--- config.mk ---
export PLATFORM = sky130hd
export DESIGN_NAME = quad_pair_fault_policy
export DESIGN_NICKNAME = d
export VERILOG_FILES = /design/src/quad_pair_fault_pkg.sv /design/src/quad_pair_fault_policy.sv
export SDC_FILE = /design/constraint.sdc
export NUM_CORES = 1
export LEC_CHECK = 0
export BUFFER_PORTS_ARGS = -buffer_cell sky130_fd_sc_hd__buf_2
export CAP_MARGIN = 10
export CELL_PAD_IN_SITES_DETAIL_PLACEMENT = 1
export CELL_PAD_IN_SITES_GLOBAL_PLACEMENT = 2
export CORE_UTILIZATION = 31
export CTS_CLUSTER_SIZE = 30
export DETAILED_ROUTE_END_ITERATION = 16
export GPL_ROUTABILITY_DRIVEN = 0
export PLACE_DENSITY = 0.71
export SETUP_SLACK_MARGIN = 0.15
export SLEW_MARGIN = 20
export SYNTH_ARGS = -nofsm -noshare
export SYNTH_HDL_FRONTEND = slang
export SYNTH_SLANG_ARGS = --single-unit
--- constraint.sdc ---
create_clock -name ref_clk -period 2.7 [get_ports ref_clk]
set_clock_uncertainty 0.15 [all_clocks]
set_input_delay 0.54 -clock ref_clk [delete_from_list [all_inputs] [get_ports ref_clk]]
set_output_delay 0.54 -clock ref_clk [all_outputs]
set_load 0.01 [all_outputs]
--- src/quad_pair_fault_pkg.sv ---
// constants for the quad-pair fault policy and die temperature registers
package quad_pair_fault_pkg;

    // ------------------------------------------------------------------
    // command codes
    // ------------------------------------------------------------------
    localparam logic [7:0] CMD_DIE_TEMPERATURE  = 8'h2C;
    localparam logic [7:0] CMD_QUAD_PAIR_FAULT  = 8'h2D;

    // ------------------------------------------------------------------
    // reset values
    // ------------------------------------------------------------------
    localparam logic [7:0] FAULT_CFG_RESET      = 8'h00;
    localparam logic [7:0] DIE_TEMP_RESET       = 8'h00;
    localparam logic [7:0] UNMAPPED_READ        = 8'h00;

    // ------------------------------------------------------------------
    // field positions in the fault configuration byte (port 0 = ch1/2)
    // ------------------------------------------------------------------
    localparam int CURLIM_BOTH_OFF_POS    = 6;
    localparam int POWERCUT_BOTH_OFF_POS  = 4;
    localparam int SUMMED_POLICING_POS    = 2;
    localparam int DISCONNECT_SEL_POS     = 0;
    localparam int NUM_PORTS              = 2;
    localparam int NUM_CHANNELS           = 4;

    // ------------------------------------------------------------------
    // temperature code scaling: degC = OFFSET + code * STEP
    // ------------------------------------------------------------------
    localparam real TEMP_OFFSET_DEGC      = -20.0;
    localparam real TEMP_STEP_DEGC        = 0.652;
    localparam real TEMP_FULL_SCALE_DEGC  = 146.2;

    // ------------------------------------------------------------------
    // disconnect threshold levels selected by the low two bits
    // ------------------------------------------------------------------
    localparam real DISCONNECT_LOW_MA     = 4.5;
    localparam real DISCONNECT_HIGH_MA    = 6.5;

    // ------------------------------------------------------------------
    // timing
    // ------------------------------------------------------------------
    localparam int TEMP_REFRESH_MS        = 1000;
    localparam int CLK_PERIOD_NS          = 100;
    localparam int TEMP_REFRESH_CYCLES    = TEMP_REFRESH_MS * (1000000 / CLK_PERIOD_NS);
    localparam int REFRESH_CNT_W          = 24;

endpackage : quad_pair_fault_pkg

--- src/quad_pair_fault_policy.sv ---
// fault policy configuration and die temperature register bank
//
// Function
// - read-only 8-bit temperature, refreshed once per second
// - code maps -20 plus N times 0.652 degC
// - command 2Dh config byte, read/write, resets zero
// - current-limit bit set disables both port channels
// - power-cut bit set disables both port channels
// - auto mode sets both fault bits after turn-on
// - summed enable bit activates summed power policing
// - summed policing off when clear; current limit continues
// - auto/semi-auto set summed enable after 4-pair turn-on
// - low bits select 4.5 mA or 6.5 mA disconnect
`timescale 1ns/1ns
`default_nettype none

module quad_pair_fault_policy #(
    parameter int REFRESH_CYCLES = quad_pair_fault_pkg::TEMP_REFRESH_CYCLES
) (
    input  wire logic       ref_clk,
    input  wire logic       resetn,
    // command port from the management bus decoder
    input  wire logic       cmdStrobe,
    input  wire logic       cmdWrite,
    input  wire logic [7:0] cmdCode,
    input  wire logic [7:0] cmdWrData,
    output var  logic       cmdAck,
    output var  logic [7:0] cmdRdData,
    // converter and operating mode
    input  wire logic [7:0] adcTempCode,
    input  wire logic       autoMode,
    input  wire logic       semiAutoMode,
    // per port and per channel events
    input  wire logic [1:0] singleSigPowered,
    input  wire logic [3:0] current_limit_fault,
    input  wire logic [3:0] powercutFault,
    input  wire logic [1:0] summedPowerOver,
    input  wire logic [3:0] chPowerOn,
    // results
    output var  logic [3:0] chDisabled,
    output var  logic [7:0] die_temp_code,
    output var  logic [1:0] summed_policing_enable,
    output var  logic [1:0] disconnect_threshold_select
);

    // ------------------------------------------------------------------
    // converter input synchroniser
    // ------------------------------------------------------------------
    logic [7:0] tempMeta_ff;
    logic [7:0] tempSync_ff;
    logic [7:0] tempSettled_ff;

    // the converter settles on its own timebase, so pass it two flops;
    // bits may land a cycle apart, so a third stage confirms the word
    always_ff @(posedge ref_clk or negedge resetn) begin
        if (!resetn) begin
            tempMeta_ff    <= quad_pair_fault_pkg::DIE_TEMP_RESET;
            tempSync_ff    <= quad_pair_fault_pkg::DIE_TEMP_RESET;
            tempSettled_ff <= quad_pair_fault_pkg::DIE_TEMP_RESET;
        end else begin
            tempMeta_ff    <= adcTempCode;
            tempSync_ff    <= tempMeta_ff;
            tempSettled_ff <= tempSync_ff;
        end
    end

    // ------------------------------------------------------------------
    // temperature refresh
    // ------------------------------------------------------------------
    logic [quad_pair_fault_pkg::REFRESH_CNT_W-1:0] refreshCnt_ff;
    logic [quad_pair_fault_pkg::REFRESH_CNT_W-1:0] nxt_refreshCnt;
    logic [7:0]                                    dieTemp_ff;
    logic [7:0]                                    nxt_dieTemp;

    // code is kept raw; software applies -20 + N * 0.652 degC
    always_comb begin
        nxt_refreshCnt = refreshCnt_ff + 1'b1;
        nxt_dieTemp    = dieTemp_ff;
        if (refreshCnt_ff == REFRESH_CYCLES[quad_pair_fault_pkg::REFRESH_CNT_W-1:0] - 1'b1) begin
            nxt_refreshCnt = '0;
            // a word still moving keeps the old code until the next refresh
            if (tempSync_ff == tempSettled_ff) begin
                nxt_dieTemp = tempSync_ff;
            end
        end
    end

    always_ff @(posedge ref_clk or negedge resetn) begin
        if (!resetn) begin
            refreshCnt_ff <= '0;
            dieTemp_ff    <= quad_pair_fault_pkg::DIE_TEMP_RESET;
        end else begin
            refreshCnt_ff <= nxt_refreshCnt;
            dieTemp_ff    <= nxt_dieTemp;
        end
    end

    // ------------------------------------------------------------------
    // fault configuration register and command answers
    // ------------------------------------------------------------------
    logic [7:0] faultCfg_ff;
    logic [7:0] nxt_faultCfg;
    logic       ack_ff;
    logic       nxt_ack;
    logic [7:0] rdData_ff;
    logic [7:0] nxt_rdData;
    logic       hitCfg;

    assign hitCfg = cmdStrobe && (cmdCode == quad_pair_fault_pkg::CMD_QUAD_PAIR_FAULT);

    // host write first, then hardware sets so a same-cycle set wins
    always_comb begin
        nxt_faultCfg = faultCfg_ff;
        if (hitCfg && cmdWrite) begin
            nxt_faultCfg = cmdWrData;
        end
        for (int p = 0; p < quad_pair_fault_pkg::NUM_PORTS; p++) begin
            if (singleSigPowered[p] && autoMode) begin
                nxt_faultCfg[quad_pair_fault_pkg::CURLIM_BOTH_OFF_POS + p]   = 1'b1;
                nxt_faultCfg[quad_pair_fault_pkg::POWERCUT_BOTH_OFF_POS + p] = 1'b1;
            end
            if (singleSigPowered[p] && (autoMode || semiAutoMode)) begin
                nxt_faultCfg[quad_pair_fault_pkg::SUMMED_POLICING_POS + p] = 1'b1;
            end
        end
    end

    // every command is acknowledged, writes to read-only codes are dropped
    always_comb begin
        nxt_ack    = cmdStrobe;
        nxt_rdData = rdData_ff;
        if (cmdStrobe && !cmdWrite) begin
            case (cmdCode)
                quad_pair_fault_pkg::CMD_DIE_TEMPERATURE: nxt_rdData = dieTemp_ff;
                quad_pair_fault_pkg::CMD_QUAD_PAIR_FAULT: nxt_rdData = faultCfg_ff;
                default:                                  nxt_rdData = quad_pair_fault_pkg::UNMAPPED_READ;
            endcase
        end
    end

    always_ff @(posedge ref_clk or negedge resetn) begin
        if (!resetn) begin
            faultCfg_ff <= quad_pair_fault_pkg::FAULT_CFG_RESET;
            ack_ff      <= 1'b0;
            rdData_ff   <= quad_pair_fault_pkg::UNMAPPED_READ;
        end else begin
            faultCfg_ff <= nxt_faultCfg;
            ack_ff      <= nxt_ack;
            rdData_ff   <= nxt_rdData;
        end
    end

    // ------------------------------------------------------------------
    // per-port channel disable policy
    // ------------------------------------------------------------------
    logic [3:0] chDisabled_ff;
    logic [3:0] nxt_chDisabled;

    genvar gp;
    generate
        for (gp = 0; gp < quad_pair_fault_pkg::NUM_PORTS; gp++) begin : g_port
            logic curlimBoth;
            logic powercutBoth;
            logic summedOn;
            logic summedTrip;
            logic [1:0] ownFault;
            logic [1:0] partnerFault;
            logic [1:0] nxtPair;

            assign curlimBoth   = faultCfg_ff[quad_pair_fault_pkg::CURLIM_BOTH_OFF_POS + gp];
            assign powercutBoth = faultCfg_ff[quad_pair_fault_pkg::POWERCUT_BOTH_OFF_POS + gp];
            assign summedOn     = faultCfg_ff[quad_pair_fault_pkg::SUMMED_POLICING_POS + gp];
            // summed trip only counts while policing is enabled
            assign summedTrip   = summedOn && summedPowerOver[gp];

            // current limit is always watched on the faulting channel
            assign ownFault = current_limit_fault[2*gp +: 2] | powercutFault[2*gp +: 2];

            // partner's fault spreads only when the both-off bit is set
            assign partnerFault[0] = (curlimBoth && current_limit_fault[2*gp+1])
                                   || (powercutBoth && powercutFault[2*gp+1]);
            assign partnerFault[1] = (curlimBoth && current_limit_fault[2*gp])
                                   || (powercutBoth && powercutFault[2*gp]);

            // a new fault outranks a turn-on in the same cycle
            always_comb begin
                for (int c = 0; c < 2; c++) begin
                    nxtPair[c] = chDisabled_ff[2*gp+c];
                    if (chPowerOn[2*gp+c]) begin
                        nxtPair[c] = 1'b0;
                    end
                    if (ownFault[c] || partnerFault[c] || summedTrip) begin
                        nxtPair[c] = 1'b1;
                    end
                end
            end

            // each port drives only its own slice, one writer per bit
            assign nxt_chDisabled[2*gp +: 2] = nxtPair;
        end
    endgenerate

    always_ff @(posedge ref_clk or negedge resetn) begin
        if (!resetn) begin
            chDisabled_ff <= '0;
        end else begin
            chDisabled_ff <= nxt_chDisabled;
        end
    end

    // ------------------------------------------------------------------
    // outputs, all straight from flops
    // ------------------------------------------------------------------
    assign cmdAck                      = ack_ff;
    assign cmdRdData                   = rdData_ff;
    assign chDisabled                  = chDisabled_ff;
    assign die_temp_code               = dieTemp_ff;
    assign summed_policing_enable      = faultCfg_ff[quad_pair_fault_pkg::SUMMED_POLICING_POS +: 2];
    // bit high picks the lower 4.5 mA level, low picks 6.5 mA
    assign disconnect_threshold_select = faultCfg_ff[quad_pair_fault_pkg::DISCONNECT_SEL_POS +: 2];

endmodule : quad_pair_fault_policy

`default_nettype wire

=== Word-level counts from Yosys, hierarchy flattened ===
Index checks and enable logic that the tools add are counted.
Widths: inputs -> output; s select.

* Flip-flop bits (word level): 77
* Input port bits: 46
* Word-level logic and storage cells: 80

* Add/sub/neg operators: 1
* Equality and inequality tests: 4
* Mux-type cells: 17
* Bitwise logic cells: 2
* Reductions and logical operators: 40

{| class="wikitable"
|+ Operators by type and width
! cell !! number
|-
| $add 24x1->24 const B || 1
|-
| $eq 24x24->1 const B || 1
|-
| $mux 24 || 1
|-
| $logic_and 1x1->1 || 17
|-
| $eq 8x6->1 const B || 2
|-
| $pmux 8 s2 || 1
|-
| $reduce_bool 2->1 || 8
|-
| $mux 1 || 14
|-
| $logic_or 1x1->1 || 13
|-
| $eq 8x8->1 || 1
|-
| $mux 8 || 1
|-
| $or 2x2->2 || 2
|-
| $reduce_and 2->1 || 1
|-
| $logic_not 1->1 || 1
|}

=== Longest topological paths before layout ===
* Depth in word-level cells: 5
* Gate-level depth with buffers: 6
* Gate-level depth less buffers: 5

=== Least setup slack after synthesis ===
Ideal clock, no wire load.

* Path kind: input to register
* From: in cmdCode[7]
* To: reg faultCfg_ff[0]
* Setup time: 0.125 ns
* Data arrival time: 2.266 ns
* Data required time: 2.425 ns
* Path slack: 0.160 ns
* Stages: 4
* Path buffers: 1
* Cell sequence: or4b_2 -> or4_1 -> clkbuf_1 -> mux2_2

* Word-level cells in the longest chain between the ends: 3

{| class="wikitable"
|+ Ends and longest elaborated chain
! item !! line !! RTL
|-
| from (decl) || quad_pair_fault_policy.sv:25 || <nowiki>input wire logic [7:0] cmdCode,</nowiki>
|-
| $eq 8x6->1 || quad_pair_fault_policy.sv:109 || <nowiki>assign hitCfg = cmdStrobe && (cmdCode == quad_pair_fault_pkg::CMD_QUAD_PAIR_FAULT);</nowiki>
|-
| $logic_and 1x1->1 || quad_pair_fault_policy.sv:109 ||
|-
| $logic_and 1x1->1 || quad_pair_fault_policy.sv:114 || <nowiki>if (hitCfg && cmdWrite) begin</nowiki>
|-
| to (signal assigned) || quad_pair_fault_policy.sv:143 || <nowiki>faultCfg_ff <= quad_pair_fault_pkg::FAULT_CFG_RESET;</nowiki>
|-
| to (signal assigned) || quad_pair_fault_policy.sv:147 || <nowiki>faultCfg_ff <= nxt_faultCfg;</nowiki>
|-
| to (decl) || quad_pair_fault_policy.sv:101 || <nowiki>logic [7:0] faultCfg_ff;</nowiki>
|}

Every way passes these cells.
A chain may end at the register's enable or synchronous reset.

=== Worst setup path in the final report ===
* From: reg refreshCnt_ff[18] (netlist bit)
* To: reg dieTemp_ff[5] (netlist: die_temp_code[5])

* Word-level cells in the longest chain between the ends: 2

{| class="wikitable"
|+ Ends and longest elaborated chain
! item !! line !! RTL
|-
| from (decl) || quad_pair_fault_policy.sv:70 || <nowiki>logic [quad_pair_fault_pkg::REFRESH_CNT_W-1:0] refreshCnt_ff;</nowiki>
|-
| from (signal assigned) || quad_pair_fault_policy.sv:93 || <nowiki>refreshCnt_ff <= nxt_refreshCnt;</nowiki>
|-
| $eq 24x24->1 || quad_pair_fault_policy.sv:79 || <nowiki>if (refreshCnt_ff == REFRESH_CYCLES[quad_pair_fault_pkg::REFRESH_CNT_W-1:0] - 1'b1) begin</nowiki>
|-
| $reduce_and 2->1 (no line) || - ||
|-
| to (signal assigned) || quad_pair_fault_policy.sv:91 || <nowiki>dieTemp_ff <= quad_pair_fault_pkg::DIE_TEMP_RESET;</nowiki>
|-
| to (signal assigned) || quad_pair_fault_policy.sv:94 || <nowiki>dieTemp_ff <= nxt_dieTemp;</nowiki>
|-
| to (decl) || quad_pair_fault_policy.sv:72 || <nowiki>logic [7:0] dieTemp_ff;</nowiki>
|}

Every way passes these cells.

==> qor.txt <==
Status = finished clean
Hold_buf cts = 0
1st-pass router iterations = 5
RSZ-0062 raised after global routing = no
GRT overflow = 0
Crit-path cells = or4_1 > or4_4 > nor4_4 > buf_4 > mux2_2
CP Capture Type = flip-flop
Rows = 36
Area contributors post-synth = dfrtp_1, xnor2_1, mux2_2
Largest net degree at the start of global routing = 43
Vias in the first global route = 2360
Post-route DRC = 0
Most used routing layer = met2
Routed WL = 7210 µm
CP max stage delay = 570 ps
Buffers and inverters on the worst path = 1
Die footprint = 10400 µm²
Worst-path clk slew = 80 ps
Sequential share of the synthesized area = 0.620
Slowest cell on crit path = or4_4
Core outline area = 9730 µm²
Routed length per instance = 15.1 µm
Clk_lat worst skew = 350 ps
Most used DFF post-synth = dfrtp_1
GRT met1 Usage = 0.198
Largest area contributor in the netlist = dfrtp_1
Starting DRC count in detailed routing = 53
Root Buffer = clkbuf_8
Area growth syn-to-layout = 26.8%
Worst vdd ir = 243 µV
Top-area cell type share of the netlist area = 0.620
Top cells by count, synth = dfrtp_1, nand2_1, nor2_1, xnor2_1, nand3_1
FFs w/ async S/R, synth = 1.00
CTS Buffer Depth = 2
Final Max Tran Viols = 0
Die span in y = 102 µm
Final hold vios = 0
Final Cycle Share = 0.907
DR vias/cell = 4.76
Met2 Usage GRT = 0.229
Antenna-violating nets left = 0
Avg Synthesized Cell Area = 12.2 µm²
Critical Path RT = 2790 ps
Fin nets = 389
Achievable frequency = 0.409 GHz
Dpl cell area = 3690 µm²
H-Tree Depth = 3
Most numerous cell in the Yosys netlist = dfrtp_1
Final setup TNS = 0 ps
Critical path class = flip-flop to flip-flop
Fraction of layout cells with a size suffix above 1 = 0.332
Post-synth EDFFs = 0
All-Layer GR Usage = 0.149
Worst min path class = primary input to async pin
Starting Density = 0.319
Synthesized cell area = 3110 µm²
Fin crit period = 2450 ps
Max cap viols = 0
Ant diodes = 0
Final setup violating endpoints = 0
Cells after Synth = 254
DP HPWL = 5360 µm
Pwr dens = 604 nW/µm²
Crit start category = flip-flop
I/O pin cnt = 71
Critical path startpoint = refreshCnt_ff[18]$_DFF_PN0_
Least-Margin Pin Slew = 523 ps
Yosys warns = 0
First-pass GRT wire length = 11500 µm
Critical Path AT = 2530 ps
Distinct cells, synth = 32
CTS tree = done
R2R Path Start = refreshCnt_ff[18]$_DFF_PN0_
#FFs+latches synth = 77
Port bufs = 70
Worst rel slew slack = 0.651
Worst-path maximum fanout = 5
Met3 Use GR = 0.0287
P_leak = 1.87 nW
CP delay by family, top = simple AND/OR/NAND/NOR gates
Syn nets = 301
Die Wd = 102 µm
Initial antenna violation count = 0
Via count = 2280
Num CTS Buffers = 9
Post-Layout Inst Area = 3940 µm²
Clock sinks = 77
-- worst reg2reg max path, cell delays in order (launching register included) --
cell	delay [ps]
dfrtp_1	390
or4_1	530
or4_4	570
nor4_4	170
buf_4	190
mux2_2	340
-- registers in the layout, summed over array words and instances, names as in the netlist --
register and flops:
refreshCnt_ff 24, chDisabled 4, faultCfg_ff 8, tempMeta_ff 8, cmdAck 1, tempSync_ff 8
tempSettled_ff 8, die_temp_code 8, cmdRdData 8
-- per-stage QoR --
step	setup WS (ps)	hold slack [ps]	total power, mW	util	std cells
after global placement	86.5	184	1.36	0.379	463
final	252	10.1	2.38	0.405	479
after floorplan	160	94.4	1.27	-	254
after CTS	167	20.5	2.41	0.404	478
after global routing	151	44.0	2.48	0.405	479
after detailed placement	26.1	186	1.36	0.379	463
-- timing repair --
item,in CTS,in global routing
gates cloned,0,0
pin swaps,0,2
gates resized for setup,1,1
endpoints found under the hold margin,0,0
buffers inserted,0,1
endpoints found under the setup margin,5,7
-- worst paths after layout --
kind | endpoint | slack, ps | cells past startpoint
min in group ref_clk | tempMeta_ff[7]$_DFF_PN0_ | 140 | 1
hold reg to reg | tempSync_ff[2]$_DFF_PN0_ | 200 | 0
hold / removal | faultCfg_ff[1]$_DFFE_PN0N_ | 10 | 1
max in group asynchronous | tempMeta_ff[2]$_DFF_PN0_ | 1780 | 2
setup / recovery | die_temp_code[5]$_DFFE_PN0P_ | 250 | 5
setup reg to reg | die_temp_code[5]$_DFFE_PN0P_ | 250 | 5
-- where the power goes --
group,internal (mW),switching (mW),total [mW],leakage (nW)
Sequential,1.19,0.0201,1.21,0.936
Combinational,0.0594,0.0714,0.131,0.816
Clock,0.610,0.432,1.04,0.119
-- kinds of logic after synthesis --
kind of cell	after synthesis	share of synthesized area
AND/OR/NAND/NOR	85	0.149
AO/OA/AOI/OAI	32	0.0688
XOR/XNOR	26	0.0733
adder cells (fa/ha/maj)	1	0.00403
buffers and inverters	15	0.0233
flip-flops	77	0.620
multiplexers	18	0.0620
-- per-layer routing --
metal,vias up,share of wire
li1,1079,-
met1,1117,0.47
met2,72,0.46
met3,12,0.057
met4,0,0.018
met5,-,0
-- final cells by class --
cell class	instances	area, µm²
inverters	6	22.5
flip-flops and latches	77	1930
well taps	133	166
clock inverters	6	113
clock buffers	9	124
fillers	1096	5790
multi-input cells	162	1110
repair buffers	86	473
-- cell usage in the layout (no fill, tap or decap), types with 2 or more instances in the layout --
cell,n
nor2_1,17
mux2i_1,8
nor3_1,4
bufinv_16,3
buf_4,17
and4_1,4
clkinv_4,2
a211oi_1,4
inv_1,6
nand2_1,18
xnor2_1,17
nor2b_1,2
o21ai_0,6
nor4b_1,2
xor2_1,9
buf_2,69
or4_1,2
a222oi_1,4
a21oi_1,9
nand3_1,13
and3_1,7
dfrtp_1,77
a22oi_1,8
clkbuf_8,9
nand4_1,9
mux2_2,10
Power figures use the tool's default switching activity.
